<file path="src/irq_bank_pkg.sv">
// Constants, layouts and types of the peripheral interrupt flag bank
package irq_bank_pkg;

  // Register byte offsets
  localparam logic [11:0] OFF_ENABLE_3  = 12'h000;
  localparam logic [11:0] OFF_ENABLE_4  = 12'h004;
  localparam logic [11:0] OFF_REQUEST_0 = 12'h008;
  localparam logic [11:0] OFF_REQUEST_1 = 12'h00C;
  localparam logic [11:0] OFF_CONTROL   = 12'h010;

  // Reset values
  localparam logic [7:0] RST_ENABLE  = 8'h00;
  localparam logic [7:0] RST_REQUEST = 8'h00;
  localparam logic [7:0] RST_CONTROL = 8'h00;

  // Field positions
  localparam int unsigned BIT_GLOBAL_IRQ_EN    = 7;
  localparam int unsigned BIT_PERIPH_IRQ_EN    = 6;
  localparam int unsigned BIT_TIMER0_OVF       = 5;
  localparam int unsigned BIT_PIN_CHANGE       = 4;
  localparam int unsigned BIT_EXT_PIN          = 0;
  localparam int unsigned BIT_TIMER1_GATE      = 7;
  localparam int unsigned BIT_ADC_DONE         = 6;
  localparam int unsigned BIT_UART_RX_NONEMPTY = 5;
  localparam int unsigned BIT_UART_TX_EMPTY    = 4;
  localparam int unsigned BIT_SYNC_DONE        = 3;
  localparam int unsigned BIT_SYNC_COLLISION   = 2;
  localparam int unsigned BIT_TIMER2_MATCH     = 1;
  localparam int unsigned BIT_TIMER1_OVF       = 0;

  // Bits software may write in each flag register
  localparam logic [7:0] REQ0_WR_MASK = 8'h21;
  localparam logic [7:0] REQ1_WR_MASK = 8'hCF;
  localparam logic [7:0] CTRL_WR_MASK = 8'hC0;

  localparam logic [1:0] RESP_OKAY   = 2'h0;
  localparam logic [1:0] RESP_SLVERR = 2'h2;

  typedef struct packed {
    logic osc_fail_irq_en;
    logic clk_switch_done_irq_en;
    logic timer3_gate_irq_en;
    logic timer3_ovf_irq_en;
    logic logic_cell4_irq_en;
    logic logic_cell3_irq_en;
    logic logic_cell2_irq_en;
    logic logic_cell1_irq_en;
  } enable3_s;

  typedef struct packed {
    logic wavegen2_irq_en;
    logic wavegen1_irq_en;
    logic timer5_gate_irq_en;
    logic timer5_ovf_irq_en;
    logic capcomp4_irq_en;
    logic capcomp3_irq_en;
    logic capcomp2_irq_en;
    logic capcomp1_irq_en;
  } enable4_s;

  // One-cycle event strobes from on-chip sources
  typedef struct packed {
    logic timer0_ovf;
    logic ext_pin;
  } req0_evt_s;

  typedef struct packed {
    logic timer1_gate_close;
    logic adc_done;
    logic sync_serial_done;
    logic sync_serial_collision;
    logic timer2_period_match;
    logic timer1_ovf;
  } req1_evt_s;

endpackage

</file>
<file path="src/peripheral_irq_enable_flag_bank.sv">
// Peripheral interrupt enable and request flag bank, AXI4-Lite slave
// Contract
// - Flags set on their source event whatever the enables hold.
// - Enable register 3 holds osc-fail down to logic cell 1 enables.
// - Enable register 4 holds wavegen 2 down to capture/compare 1.
// - Enable bits are read/write; 1 allows, 0 blocks the source.
// - All enable and flag bits reset to zero on any reset.
// - Request 0 bits 7-6 and 3-1 read zero and ignore writes.
// - Request 0 bit 5 sets on timer0 overflow, held till cleared.
// - Request 0 bit 4 is read-only OR of per-pin change flags.
// - Request 0 bit 0 sets on external pin event, held till cleared.
// - Request 1 bit 7 sets when the timer1 gate closes.
// - Request 1 bit 6 sets when an ADC conversion completes.
// - Request 1 bit 5 reads 1 while the serial receive buffer has data.
// - Request 1 bit 4 reads 1 while the serial transmit buffer is empty.
// - Request 1 bit 3 sets on sync serial completion, held till cleared.
// - Request 1 bit 2 sets on sync serial collision, held till cleared.
// - Request 1 bit 1 sets on timer2 period match, held till cleared.
// - Request 1 bit 0 sets on timer1 overflow, held till cleared.
// - Global enable must be 1 for any interrupt to reach the core.
// - Peripheral enable must be 1 for peripheral interrupts to pass.
//
// The implementer's own choices: the AXI4-Lite slave port and the placing of the registers.
`timescale 1ns/100ps
`default_nettype none

module peripheral_irq_enable_flag_bank #(
  parameter int unsigned ADDR_W       = 12,
  parameter int unsigned PIN_CHANGE_W = 8
) (
  input  wire logic                      aclk,
  input  wire logic                      aresetn,
  input  wire logic [ADDR_W-1:0]         s_axi_awaddr,
  input  wire logic                      s_axi_awvalid,
  output logic                           s_axi_awready,
  input  wire logic [31:0]               s_axi_wdata,
  input  wire logic [3:0]                s_axi_wstrb,
  input  wire logic                      s_axi_wvalid,
  output logic                           s_axi_wready,
  output logic [1:0]                     s_axi_bresp,
  output logic                           s_axi_bvalid,
  input  wire logic                      s_axi_bready,
  input  wire logic [ADDR_W-1:0]         s_axi_araddr,
  input  wire logic                      s_axi_arvalid,
  output logic                           s_axi_arready,
  output logic [31:0]                    s_axi_rdata,
  output logic [1:0]                     s_axi_rresp,
  output logic                           s_axi_rvalid,
  input  wire logic                      s_axi_rready,
  input  wire irq_bank_pkg::req0_evt_s   req0_events,
  input  wire irq_bank_pkg::req1_evt_s   req1_events,
  input  wire logic [PIN_CHANGE_W-1:0]   per_pin_change_flags,
  input  wire logic                      uart_rx_nonempty_flag,
  input  wire logic                      uart_tx_empty_flag,
  input  wire logic [7:0]                request3_flags,
  input  wire logic [7:0]                request4_flags,
  input  wire logic [7:0]                enable0_bits,
  input  wire logic [7:0]                enable1_bits,
  output irq_bank_pkg::enable3_s         enable3_out,
  output irq_bank_pkg::enable4_s         enable4_out,
  output logic                           periph_irq_req
);
  import irq_bank_pkg::*;

  // Byte lane 0 merge; upper lanes carry nothing
  function automatic logic [7:0] lane0(
    input logic [7:0]  cur,
    input logic [31:0] data,
    input logic [3:0]  strb,
    input logic [7:0]  mask
  );
    logic [7:0] res;
    res = cur;
    if (strb[0]) begin
      res = (cur & ~mask) | (data[7:0] & mask);
    end
    return res;
  endfunction

  // Set wins over a software write in the same cycle
  function automatic logic sticky(
    input logic cur,
    input logic set,
    input logic wr,
    input logic wbit
  );
    logic res;
    res = wr ? wbit : cur;
    return res | set;
  endfunction

  // Register state
  enable3_s    enable3_ff;
  enable3_s    nxt_enable3;
  enable4_s    enable4_ff;
  enable4_s    nxt_enable4;
  logic [7:0]  control_ff;
  logic [7:0]  nxt_control;
  logic        timer0_ovf_flag_ff;
  logic        nxt_timer0_ovf_flag;
  logic        ext_pin_irq_flag_ff;
  logic        nxt_ext_pin_irq_flag;
  logic [7:0]  req1_ff;
  logic [7:0]  nxt_req1;
  logic        irq_ff;
  logic        nxt_irq;

  // Bus state
  logic              aw_got_ff;
  logic              nxt_aw_got;
  logic              w_got_ff;
  logic              nxt_w_got;
  logic [ADDR_W-1:0] waddr_ff;
  logic [ADDR_W-1:0] nxt_waddr;
  logic [31:0]       wdata_ff;
  logic [31:0]       nxt_wdata;
  logic [3:0]        wstrb_ff;
  logic [3:0]        nxt_wstrb;
  logic              awready_ff;
  logic              nxt_awready;
  logic              wready_ff;
  logic              nxt_wready;
  logic              bvalid_ff;
  logic              nxt_bvalid;
  logic [1:0]        bresp_ff;
  logic [1:0]        nxt_bresp;
  logic              arready_ff;
  logic              nxt_arready;
  logic              rvalid_ff;
  logic              nxt_rvalid;
  logic [31:0]       rdata_ff;
  logic [31:0]       nxt_rdata;
  logic [1:0]        rresp_ff;
  logic [1:0]        nxt_rresp;

  // Decode and readback
  logic        wr_fire;
  logic        wr_en3;
  logic        wr_en4;
  logic        wr_req0;
  logic        wr_req1;
  logic        wr_ctrl;
  logic        wr_hit;
  logic        pin_change_summary_flag;
  logic [7:0]  req0_view;
  logic [7:0]  req1_view;
  logic [7:0]  rd_byte;
  logic        rd_hit;
  logic [11:0] raddr;
  logic [11:0] waddr;
  logic [7:0]  req0_wr;

  assign raddr = 12'(s_axi_araddr);
  assign waddr = 12'(waddr_ff);

  // Summary is live, never stored
  assign pin_change_summary_flag = |per_pin_change_flags;

  always_comb begin
    req0_view = 8'h00;
    req0_view[BIT_TIMER0_OVF] = timer0_ovf_flag_ff;
    req0_view[BIT_PIN_CHANGE] = pin_change_summary_flag;
    req0_view[BIT_EXT_PIN]    = ext_pin_irq_flag_ff;
    req1_view = req1_ff;
    req1_view[BIT_UART_RX_NONEMPTY] = uart_rx_nonempty_flag;
    req1_view[BIT_UART_TX_EMPTY]    = uart_tx_empty_flag;
  end

  // Write channel: address and data taken in either order
  always_comb begin
    wr_fire = aw_got_ff && w_got_ff && !bvalid_ff;
    wr_en3  = 1'b0;
    wr_en4  = 1'b0;
    wr_req0 = 1'b0;
    wr_req1 = 1'b0;
    wr_ctrl = 1'b0;
    if (waddr == OFF_ENABLE_3) begin
      wr_en3 = wr_fire;
    end else if (waddr == OFF_ENABLE_4) begin
      wr_en4 = wr_fire;
    end else if (waddr == OFF_REQUEST_0) begin
      wr_req0 = wr_fire;
    end else if (waddr == OFF_REQUEST_1) begin
      wr_req1 = wr_fire;
    end else if (waddr == OFF_CONTROL) begin
      wr_ctrl = wr_fire;
    end
    wr_hit = wr_en3 | wr_en4 | wr_req0 | wr_req1 | wr_ctrl;
  end

  always_comb begin
    nxt_aw_got = aw_got_ff;
    nxt_w_got  = w_got_ff;
    nxt_waddr  = waddr_ff;
    nxt_wdata  = wdata_ff;
    nxt_wstrb  = wstrb_ff;
    nxt_bvalid = bvalid_ff;
    nxt_bresp  = bresp_ff;
    if (s_axi_awvalid && awready_ff) begin
      nxt_aw_got = 1'b1;
      nxt_waddr  = s_axi_awaddr;
    end
    if (s_axi_wvalid && wready_ff) begin
      nxt_w_got = 1'b1;
      nxt_wdata = s_axi_wdata;
      nxt_wstrb = s_axi_wstrb;
    end
    if (wr_fire) begin
      nxt_aw_got = 1'b0;
      nxt_w_got  = 1'b0;
      nxt_bvalid = 1'b1;
      nxt_bresp  = wr_hit ? RESP_OKAY : RESP_SLVERR;
    end else if (bvalid_ff && s_axi_bready) begin
      nxt_bvalid = 1'b0;
    end
    // One write in flight; ready drops until the response is taken
    nxt_awready = !nxt_aw_got && !nxt_bvalid;
    nxt_wready  = !nxt_w_got && !nxt_bvalid;
  end

  // Read channel: data registered one cycle after the address
  always_comb begin
    rd_byte = 8'h00;
    rd_hit  = 1'b1;
    if (raddr == OFF_ENABLE_3) begin
      rd_byte = enable3_ff;
    end else if (raddr == OFF_ENABLE_4) begin
      rd_byte = enable4_ff;
    end else if (raddr == OFF_REQUEST_0) begin
      rd_byte = req0_view;
    end else if (raddr == OFF_REQUEST_1) begin
      rd_byte = req1_view;
    end else if (raddr == OFF_CONTROL) begin
      rd_byte = control_ff;
    end else begin
      rd_hit = 1'b0;
    end
  end

  always_comb begin
    nxt_rvalid  = rvalid_ff;
    nxt_rdata   = rdata_ff;
    nxt_rresp   = rresp_ff;
    nxt_arready = arready_ff;
    if (s_axi_arvalid && arready_ff) begin
      nxt_rvalid  = 1'b1;
      nxt_rdata   = {24'h000000, rd_byte};
      nxt_rresp   = rd_hit ? RESP_OKAY : RESP_SLVERR;
      nxt_arready = 1'b0;
    end else if (rvalid_ff && s_axi_rready) begin
      nxt_rvalid  = 1'b0;
      nxt_arready = 1'b1;
    end else if (!rvalid_ff) begin
      nxt_arready = 1'b1;
    end
  end

  // Register file next values
  always_comb begin
    nxt_enable3 = enable3_ff;
    nxt_enable4 = enable4_ff;
    nxt_control = control_ff;
    req0_wr     = lane0(8'h00, wdata_ff, wstrb_ff, REQ0_WR_MASK);
    if (wr_en3) begin
      nxt_enable3 = lane0(enable3_ff, wdata_ff, wstrb_ff, 8'hFF);
    end
    if (wr_en4) begin
      nxt_enable4 = lane0(enable4_ff, wdata_ff, wstrb_ff, 8'hFF);
    end
    if (wr_ctrl) begin
      nxt_control = lane0(control_ff, wdata_ff, wstrb_ff, CTRL_WR_MASK);
    end
  end

  // Flags set regardless of any enable
  always_comb begin
    nxt_timer0_ovf_flag = sticky(timer0_ovf_flag_ff,
      req0_events.timer0_ovf, wr_req0 && wstrb_ff[0],
      req0_wr[BIT_TIMER0_OVF]);
    nxt_ext_pin_irq_flag = sticky(ext_pin_irq_flag_ff,
      req0_events.ext_pin, wr_req0 && wstrb_ff[0],
      req0_wr[BIT_EXT_PIN]);
    nxt_req1 = 8'h00;
    nxt_req1[BIT_TIMER1_GATE] = sticky(req1_ff[BIT_TIMER1_GATE],
      req1_events.timer1_gate_close, wr_req1 && wstrb_ff[0],
      wdata_ff[BIT_TIMER1_GATE]);
    nxt_req1[BIT_ADC_DONE] = sticky(req1_ff[BIT_ADC_DONE],
      req1_events.adc_done, wr_req1 && wstrb_ff[0],
      wdata_ff[BIT_ADC_DONE]);
    nxt_req1[BIT_SYNC_DONE] = sticky(req1_ff[BIT_SYNC_DONE],
      req1_events.sync_serial_done, wr_req1 && wstrb_ff[0],
      wdata_ff[BIT_SYNC_DONE]);
    nxt_req1[BIT_SYNC_COLLISION] = sticky(req1_ff[BIT_SYNC_COLLISION],
      req1_events.sync_serial_collision, wr_req1 && wstrb_ff[0],
      wdata_ff[BIT_SYNC_COLLISION]);
    nxt_req1[BIT_TIMER2_MATCH] = sticky(req1_ff[BIT_TIMER2_MATCH],
      req1_events.timer2_period_match, wr_req1 && wstrb_ff[0],
      wdata_ff[BIT_TIMER2_MATCH]);
    nxt_req1[BIT_TIMER1_OVF] = sticky(req1_ff[BIT_TIMER1_OVF],
      req1_events.timer1_ovf, wr_req1 && wstrb_ff[0],
      wdata_ff[BIT_TIMER1_OVF]);
  end

  // Request toward the core, one cycle behind the flags
  always_comb begin
    logic any_hit;
    any_hit = |(req0_view & enable0_bits)
            | |(req1_view & enable1_bits)
            | |(request3_flags & enable3_ff)
            | |(request4_flags & enable4_ff);
    nxt_irq = any_hit
            && control_ff[BIT_PERIPH_IRQ_EN]
            && control_ff[BIT_GLOBAL_IRQ_EN];
  end

  // Every reset clears all bits
  always_ff @(posedge aclk) begin
    if (!aresetn) begin
      enable3_ff          <= RST_ENABLE;
      enable4_ff          <= RST_ENABLE;
      control_ff          <= RST_CONTROL;
      timer0_ovf_flag_ff  <= 1'b0;
      ext_pin_irq_flag_ff <= 1'b0;
      req1_ff             <= RST_REQUEST;
      irq_ff              <= 1'b0;
    end else begin
      enable3_ff          <= nxt_enable3;
      enable4_ff          <= nxt_enable4;
      control_ff          <= nxt_control;
      timer0_ovf_flag_ff  <= nxt_timer0_ovf_flag;
      ext_pin_irq_flag_ff <= nxt_ext_pin_irq_flag;
      req1_ff             <= nxt_req1;
      irq_ff              <= nxt_irq;
    end
  end

  always_ff @(posedge aclk) begin
    if (!aresetn) begin
      aw_got_ff  <= 1'b0;
      w_got_ff   <= 1'b0;
      waddr_ff   <= '0;
      wdata_ff   <= 32'h00000000;
      wstrb_ff   <= 4'h0;
      awready_ff <= 1'b0;
      wready_ff  <= 1'b0;
      bvalid_ff  <= 1'b0;
      bresp_ff   <= RESP_OKAY;
      arready_ff <= 1'b0;
      rvalid_ff  <= 1'b0;
      rdata_ff   <= 32'h00000000;
      rresp_ff   <= RESP_OKAY;
    end else begin
      aw_got_ff  <= nxt_aw_got;
      w_got_ff   <= nxt_w_got;
      waddr_ff   <= nxt_waddr;
      wdata_ff   <= nxt_wdata;
      wstrb_ff   <= nxt_wstrb;
      awready_ff <= nxt_awready;
      wready_ff  <= nxt_wready;
      bvalid_ff  <= nxt_bvalid;
      bresp_ff   <= nxt_bresp;
      arready_ff <= nxt_arready;
      rvalid_ff  <= nxt_rvalid;
      rdata_ff   <= nxt_rdata;
      rresp_ff   <= nxt_rresp;
    end
  end

  assign s_axi_awready  = awready_ff;
  assign s_axi_wready   = wready_ff;
  assign s_axi_bvalid   = bvalid_ff;
  assign s_axi_bresp    = bresp_ff;
  assign s_axi_arready  = arready_ff;
  assign s_axi_rvalid   = rvalid_ff;
  assign s_axi_rdata    = rdata_ff;
  assign s_axi_rresp    = rresp_ff;
  assign enable3_out    = enable3_ff;
  assign enable4_out    = enable4_ff;
  assign periph_irq_req = irq_ff;

endmodule

`default_nettype wire

</file>
<file path="config.mk">
export PLATFORM = sky130hd
export DESIGN_NAME = peripheral_irq_enable_flag_bank
export DESIGN_NICKNAME = d
export VERILOG_FILES = /design/src/irq_bank_pkg.sv /design/src/peripheral_irq_enable_flag_bank.sv
export SDC_FILE = /design/constraint.sdc
export NUM_CORES = 1
export LEC_CHECK = 0
export ABC_CLOCK_PERIOD_IN_PS = 2300
export BUFFER_PORTS_ARGS = -buffer_cell sky130_fd_sc_hd__buf_2
export CAP_MARGIN = 0
export CORE_UTILIZATION = 45
export CTS_CLUSTER_SIZE = 20
export DETAILED_ROUTE_END_ITERATION = 10
export PLACE_DENSITY = 0.81
export REMOVE_ABC_BUFFERS = 1
export SLEW_MARGIN = 20
export SYNTH_ARGS = -nofsm -noshare
export SYNTH_HDL_FRONTEND = slang
export SYNTH_SLANG_ARGS = --single-unit
</file>
<file path="constraint.sdc">
create_clock -name aclk -period 2.3 [get_ports aclk]
set_clock_uncertainty 0.1 [all_clocks]
set_input_delay 0.69 -clock aclk [delete_from_list [all_inputs] [get_ports aclk]]
set_output_delay 0.69 -clock aclk [all_outputs]
set_load 0.01 [all_outputs]
</file>
# Yosys cells after proc, flatten, opt, wreduce, memory -nomap -nowiden
# Index checks and enable logic that the tools add are counted.
dict set report totals {
  latch_bits 0
  elab_cells 139
  mem_count 0
  reg_bits 73
  ram_bits 0
  rom_bits 0
}
dict set report classes {
  mul 0
  eq_ne 9
  n_bitwise 21
  add_sub_neg 0
  shift 0
  reduce_logical 29
  mux 46
  magnitude_cmp 0
  div 0
}
# cell count
set ops {}
lappend ops {{$eq 12x4->1 const B} 4}
lappend ops {{$mux 8} 5}
lappend ops {{$reduce_or 8->1} 5}
lappend ops {{$mux 1} 38}
lappend ops {{$and 8x8->8} 3}
lappend ops {{$eq 12x3->1 const B} 2}
lappend ops {{$eq 12x5->1 const B} 2}
lappend ops {{$logic_not 12->1} 2}
lappend ops {{$or 1x1->1} 15}
lappend ops {{$logic_and 1x1->1} 13}
lappend ops {{$and 6x8->8} 1}
lappend ops {{$or 6x8->8} 1}
lappend ops {{$mux 6} 1}
lappend ops {{$reduce_and 2->1} 3}
lappend ops {{$logic_not 1->1} 4}
lappend ops {{$mux 2} 2}
lappend ops {{$ne 2x1->1 const B} 1}
lappend ops {{$reduce_bool 2->1} 1}
lappend ops {{$reduce_or 2->1} 1}
lappend ops {{$not 1->1} 1}

# Longest topological paths before layout
dict set report depth {
  ltp_word 9
  mapped_depth 6
}

# Least setup slack after synthesis
# OpenSTA, ideal clock, no wires.
dict set report synth_path {
  kind {input to register}
  from {input s_axi_araddr[2]}
  to {register rdata_ff[5] (netlist: s_axi_rdata[5])}
  n_path_buf 1
  stages 4
  t_arrival_ns 1.669
  path_slack_ns 0.399
  cell_sequence {clkbuf_1 -> mux4_2 -> nand3_1 -> a21oi_1}
}
dict set report synth_via {
  elab_chain_len 6
  elab_cells_between_ends 10
  classes_between {eq/ne: 4; mux: 5; reduce/logical: 1}
}
# item line
set synth_lines {}
lappend synth_lines {{start, declared} peripheral_irq_enable_flag_bank.sv:43} ;# input wire logic [ADDR_W-1:0] s_axi_araddr,
lappend synth_lines {{$eq 12x5->1} peripheral_irq_enable_flag_bank.sv:233} ;# end else if (raddr == OFF_CONTROL) begin
lappend synth_lines {{$mux 8} peripheral_irq_enable_flag_bank.sv:233}
lappend synth_lines {{$mux 8} peripheral_irq_enable_flag_bank.sv:231} ;# end else if (raddr == OFF_REQUEST_1) begin
lappend synth_lines {{$mux 8} peripheral_irq_enable_flag_bank.sv:229} ;# end else if (raddr == OFF_REQUEST_0) begin
lappend synth_lines {{$mux 8} peripheral_irq_enable_flag_bank.sv:227} ;# end else if (raddr == OFF_ENABLE_4) begin
lappend synth_lines {{$mux 8 (*)} peripheral_irq_enable_flag_bank.sv:225} ;# if (raddr == OFF_ENABLE_3) begin
lappend synth_lines {{end signal, assigned} peripheral_irq_enable_flag_bank.sv:364} ;# rdata_ff <= nxt_rdata;
lappend synth_lines {{end, declared} peripheral_irq_enable_flag_bank.sv:131} ;# logic [31:0] rdata_ff;
# Mark *: on every way between the ends. The rest lies on a longest branch, timed or not.
# A chain may end at the register's enable or synchronous reset.

# Worst setup path in the final report
dict set report layout_path {
  from {input s_axi_araddr[4]}
  to {register rdata_ff[6] (netlist: s_axi_rdata[6])}
}
# The elaborated chain is that of the path after synthesis.

==> key figures <==
Placement
  • Final HPWL DP: between 6000 and 7000 µm
  • GP Congestion: a little over 0.8
  • PortBufs: about 120
  • Placed Instances: 582

Synthesis
  • Synth top area cells: dfxtp_1 (41%), a21oi_1 (7.9%), buf_4 (6.7%)
  • Post-synthesis cell area: 0.00315 mm²
  • Top cell type by total area after synthesis: dfxtp_1
  • Ys async rst share: 0
  • Top-count cell post-synth: dfxtp_1
  • Gate Count Post-Synth: between 300 and 400
  • Top_reg_cell synth: dfxtp_1
  • Synth unique cells: between 40 and 50
  • Share of the synthesized area in the top cell type: 0.413
  • Synth Register Bits: 65
  • Syn_area_per_cell: just over 8 µm²
  • Part of the Yosys area used for sequential elements: 0.413
  • Post-synth top cells: dfxtp_1 (65), nand2_1 (53), a21oi_1 (50)
  • EDFF count, synth: 0
  • Ys Warns: 0

Critical path
  • Crit start category: input port
  • Crit path kind: in -> reg
  • Worst path cell trace: buf_2 > nor3_1 > nand4_1 > o31ai_1 > a31oi_1
  • Crit. End Element: flip-flop
  • Max stage delay on crit path: between 0.4 and 0.5 ns
  • Slack of the worst reg-to-reg path: approximately 0.48 ns
  • Critical path arrival: 1.94 ns
  • Slowest CP cell: nor3_1
  • Critical R2R Capture: req1_ff[3]
  • Worst r2r src: w_got_ff
  • Max FO, Critical Path: 6
  • FF-to-FF path depth: 4
  • Critical Path RT: ~2.4 ns

Floorplan
  • Initial Util: 0.463
  • Chip Width: between 80 and 90 µm
  • Std-Cell Rows: 30
  • Core area: ~0.0068 mm²
  • Num ports: around 180
  • Vert. Die Dim: around 86 µm
  • Die footprint: ~0.0073 mm²

Power and ir drop
  • Clock power share: 0.412
  • Leakage Power: approximately 0.0017 µW
  • VDD IR-drop max: 0.000436 V
  • PD cells: ~670 mW/mm²
  • Tot Pwr: 2600 µW
  • Switching Share: 0.257
  • Power share of the sequential group: 0.465
  • Comb power frac: 0.123
  • Net Sw Power: about 670 µW
  • P_int: just under 2000 µW

Clock network
  • Num CTS Buffers: 9
  • Max clock buf depth: 2
  • CTS tree: done
  • CTS Hold Bufs: 0
  • Post-CTS setup buffer count: 0
  • Root Driver: clkbuf_8
  • Post_cts resized: 0
  • Clk Latency, worst-skew pair: between 0.3 and 0.4 ns
  • Clock sinks: 65
  • Reg clk slew, reported paths: roughly 0.070 ns
  • H-tree depth: 3

Routing
  • Drt wl/cell: ~15 µm
  • Detail Route Antenna Nets: 0
  • DRC: 0
  • Pre-antenna DRT Iters: 5
  • Drt via density: 5.49
  • Final wirelength: between 9000 and 10000 µm
  • DRC violation total after the first TritonRoute iteration: ~290
  • DR vias: roughly 3300

GRT
  • Initial antenna violation count: 0
  • First-pass GRT wire length: approximately 14000 µm
  • Largest net degree at the start of global routing: between 40 and 50
  • Gr usage total: 0.245
  • Grt total ovfl: 0
  • Number of global-route vias before repair: 2956

Hold path
  • Hold crit path type: reg -> reg
  • Min-delay src: s_axi_rdata[5]
  • Worst hold endpoint: s_axi_rdata[5]
  • Worst Hold Depth: 2

Layout
  • Layout Cells excl Fill: 598
  • Layout cells sized above 1: 0.281
  • Core Util, Final: 0.575
  • Synth-to-Final Area Change: 24.2%
  • N_diodes: 0
  • Layout Nets: between 600 and 700

Run
  • Max-cap violations: 0

STA
  • Tcrit/Tclk final: 0.797
  • Fin. max-slew vios: 0
  • Tmin final: ~1.8 ns
  • Final setup violating endpoints: 0
  • Worst slew pin tran: roughly 0.64 ns
  • RSZ-0062 raised after global routing: no
  • Final hold violations: 0
  • Setup TNS: 0 ns
  • Relative slew slack: 0.571
  • Fmax: 0.545 GHz

Outcome
  • Outcome: finished, final reports clean
[how the worst max path moves through the flow]
stage	from	to	slack, ns	cells past startpoint
2_1_floorplan	s_axi_araddr[11]	s_axi_rdata[1]	0.48	4
3_3_place_gp	s_axi_araddr[11]	s_axi_rdata[2]	0.20	5
3_5_place_dp	s_axi_araddr[11]	s_axi_rdata[1]	0.16	5
4_1_cts	waddr[7]	req1_ff[7]	0.47	4
5_1_grt	s_axi_araddr[11]	s_axi_rdata[6]	0.31	5
6_report	s_axi_araddr[4]	s_axi_rdata[6]	0.47	5
[critical path, delay by kind of cell]
family | cells | cell delay, ns
compound gates | 2 | 0.35
buf+inv | 1 | 0.13
simple gates | 2 | 0.76
[layer usage]
metal | routed length (µm) | vias to the layer above | part of all wire | GRT usage
li1 | - | 1582 | - | -
met1 | 3790 | 1514 | 0.42 | 0.293
met2 | 4450 | 172 | 0.49 | 0.428
met3 | 707 | 17 | 0.078 | 0.0549
met4 | 166 | 0 | 0.018 | 0.0970
met5 | 0 | - | 0 | 0
[per-stage QoR]
stage | area, µm² | worst slack [ns] | hold WS [ns]
3_3_place_gp | 3690 | 0.199 | 0.344
5_1_grt | 3910 | 0.310 | 0.372
2_1_floorplan | 2950 | 0.481 | 0.329
3_5_place_dp | 3690 | 0.158 | 0.349
4_1_cts | 3910 | 0.466 | 0.359
6_report | 3910 | 0.466 | 0.359
[sequential cells by signal, indices dropped and copies added, names as in the netlist, 2 cells and up]
register     count
waddr           12
req1_ff          6
enable4_out      8
enable3_out      8
s_axi_rdata      8
wdata_ff         8
control_ff       2
[kinds of logic after synthesis]
| group | Yosys count | share of synthesized area |
|---|---|---|
| AOI/OAI and AO/OA | 119 | 0.229 |
| buffers and inverters | 57 | 0.103 |
| DFF | 65 | 0.413 |
| muxes | 3 | 0.0135 |
| other | 1 | 0.00119 |
| and+or+nand+nor | 146 | 0.241 |
[power groups by stage]
| stage | sequential (µW) | clock, µW | combinational [µW] |
|---|---|---|---|
| finish | 1210 | 1070 | 320 |
| global placement | 1230 | 0 | 307 |
| CTS | 1210 | 1090 | 317 |
| floorplan | 1230 | 0 | 165 |
| global route | 1210 | 1140 | 353 |
| detailed placement | 1230 | 0 | 316 |
[cell type report]
type                            count  area [µm²]
Multi-Input combinational cell    294        1620
Clock inverter                      5        78.8
Tap cell                           96         120
Timing Repair Buffer              120         623
Inverter                            7        26.3
Sequential cell                    65        1300
Fill cell                         636        2890
Clock buffer                       11         141
[layout by cell type (no fill, tap or decap), types with 2 or more instances in the layout]
master	count
a21oi_1	50
nor4_1	4
mux2i_1	2
nor2_1	21
buf_2	116
nand3_1	13
clkbuf_8	10
o21ai_0	28
nor4_4	2
dfxtp_1	65
a31oi_1	5
nand2b_1	6
and2_1	3
and3_1	3
or4_1	2
buf_4	3
conb_1	26
nand4_1	22
nor2b_1	2
bufinv_16	2
o31ai_1	5
clkinv_2	2
nand2_1	53
o311a_1	8
a22oi_1	13
nand3b_1	2
a211oi_1	2
nor3_1	7
inv_1	7
Note: power is estimated with default switching activity, not from simulation.
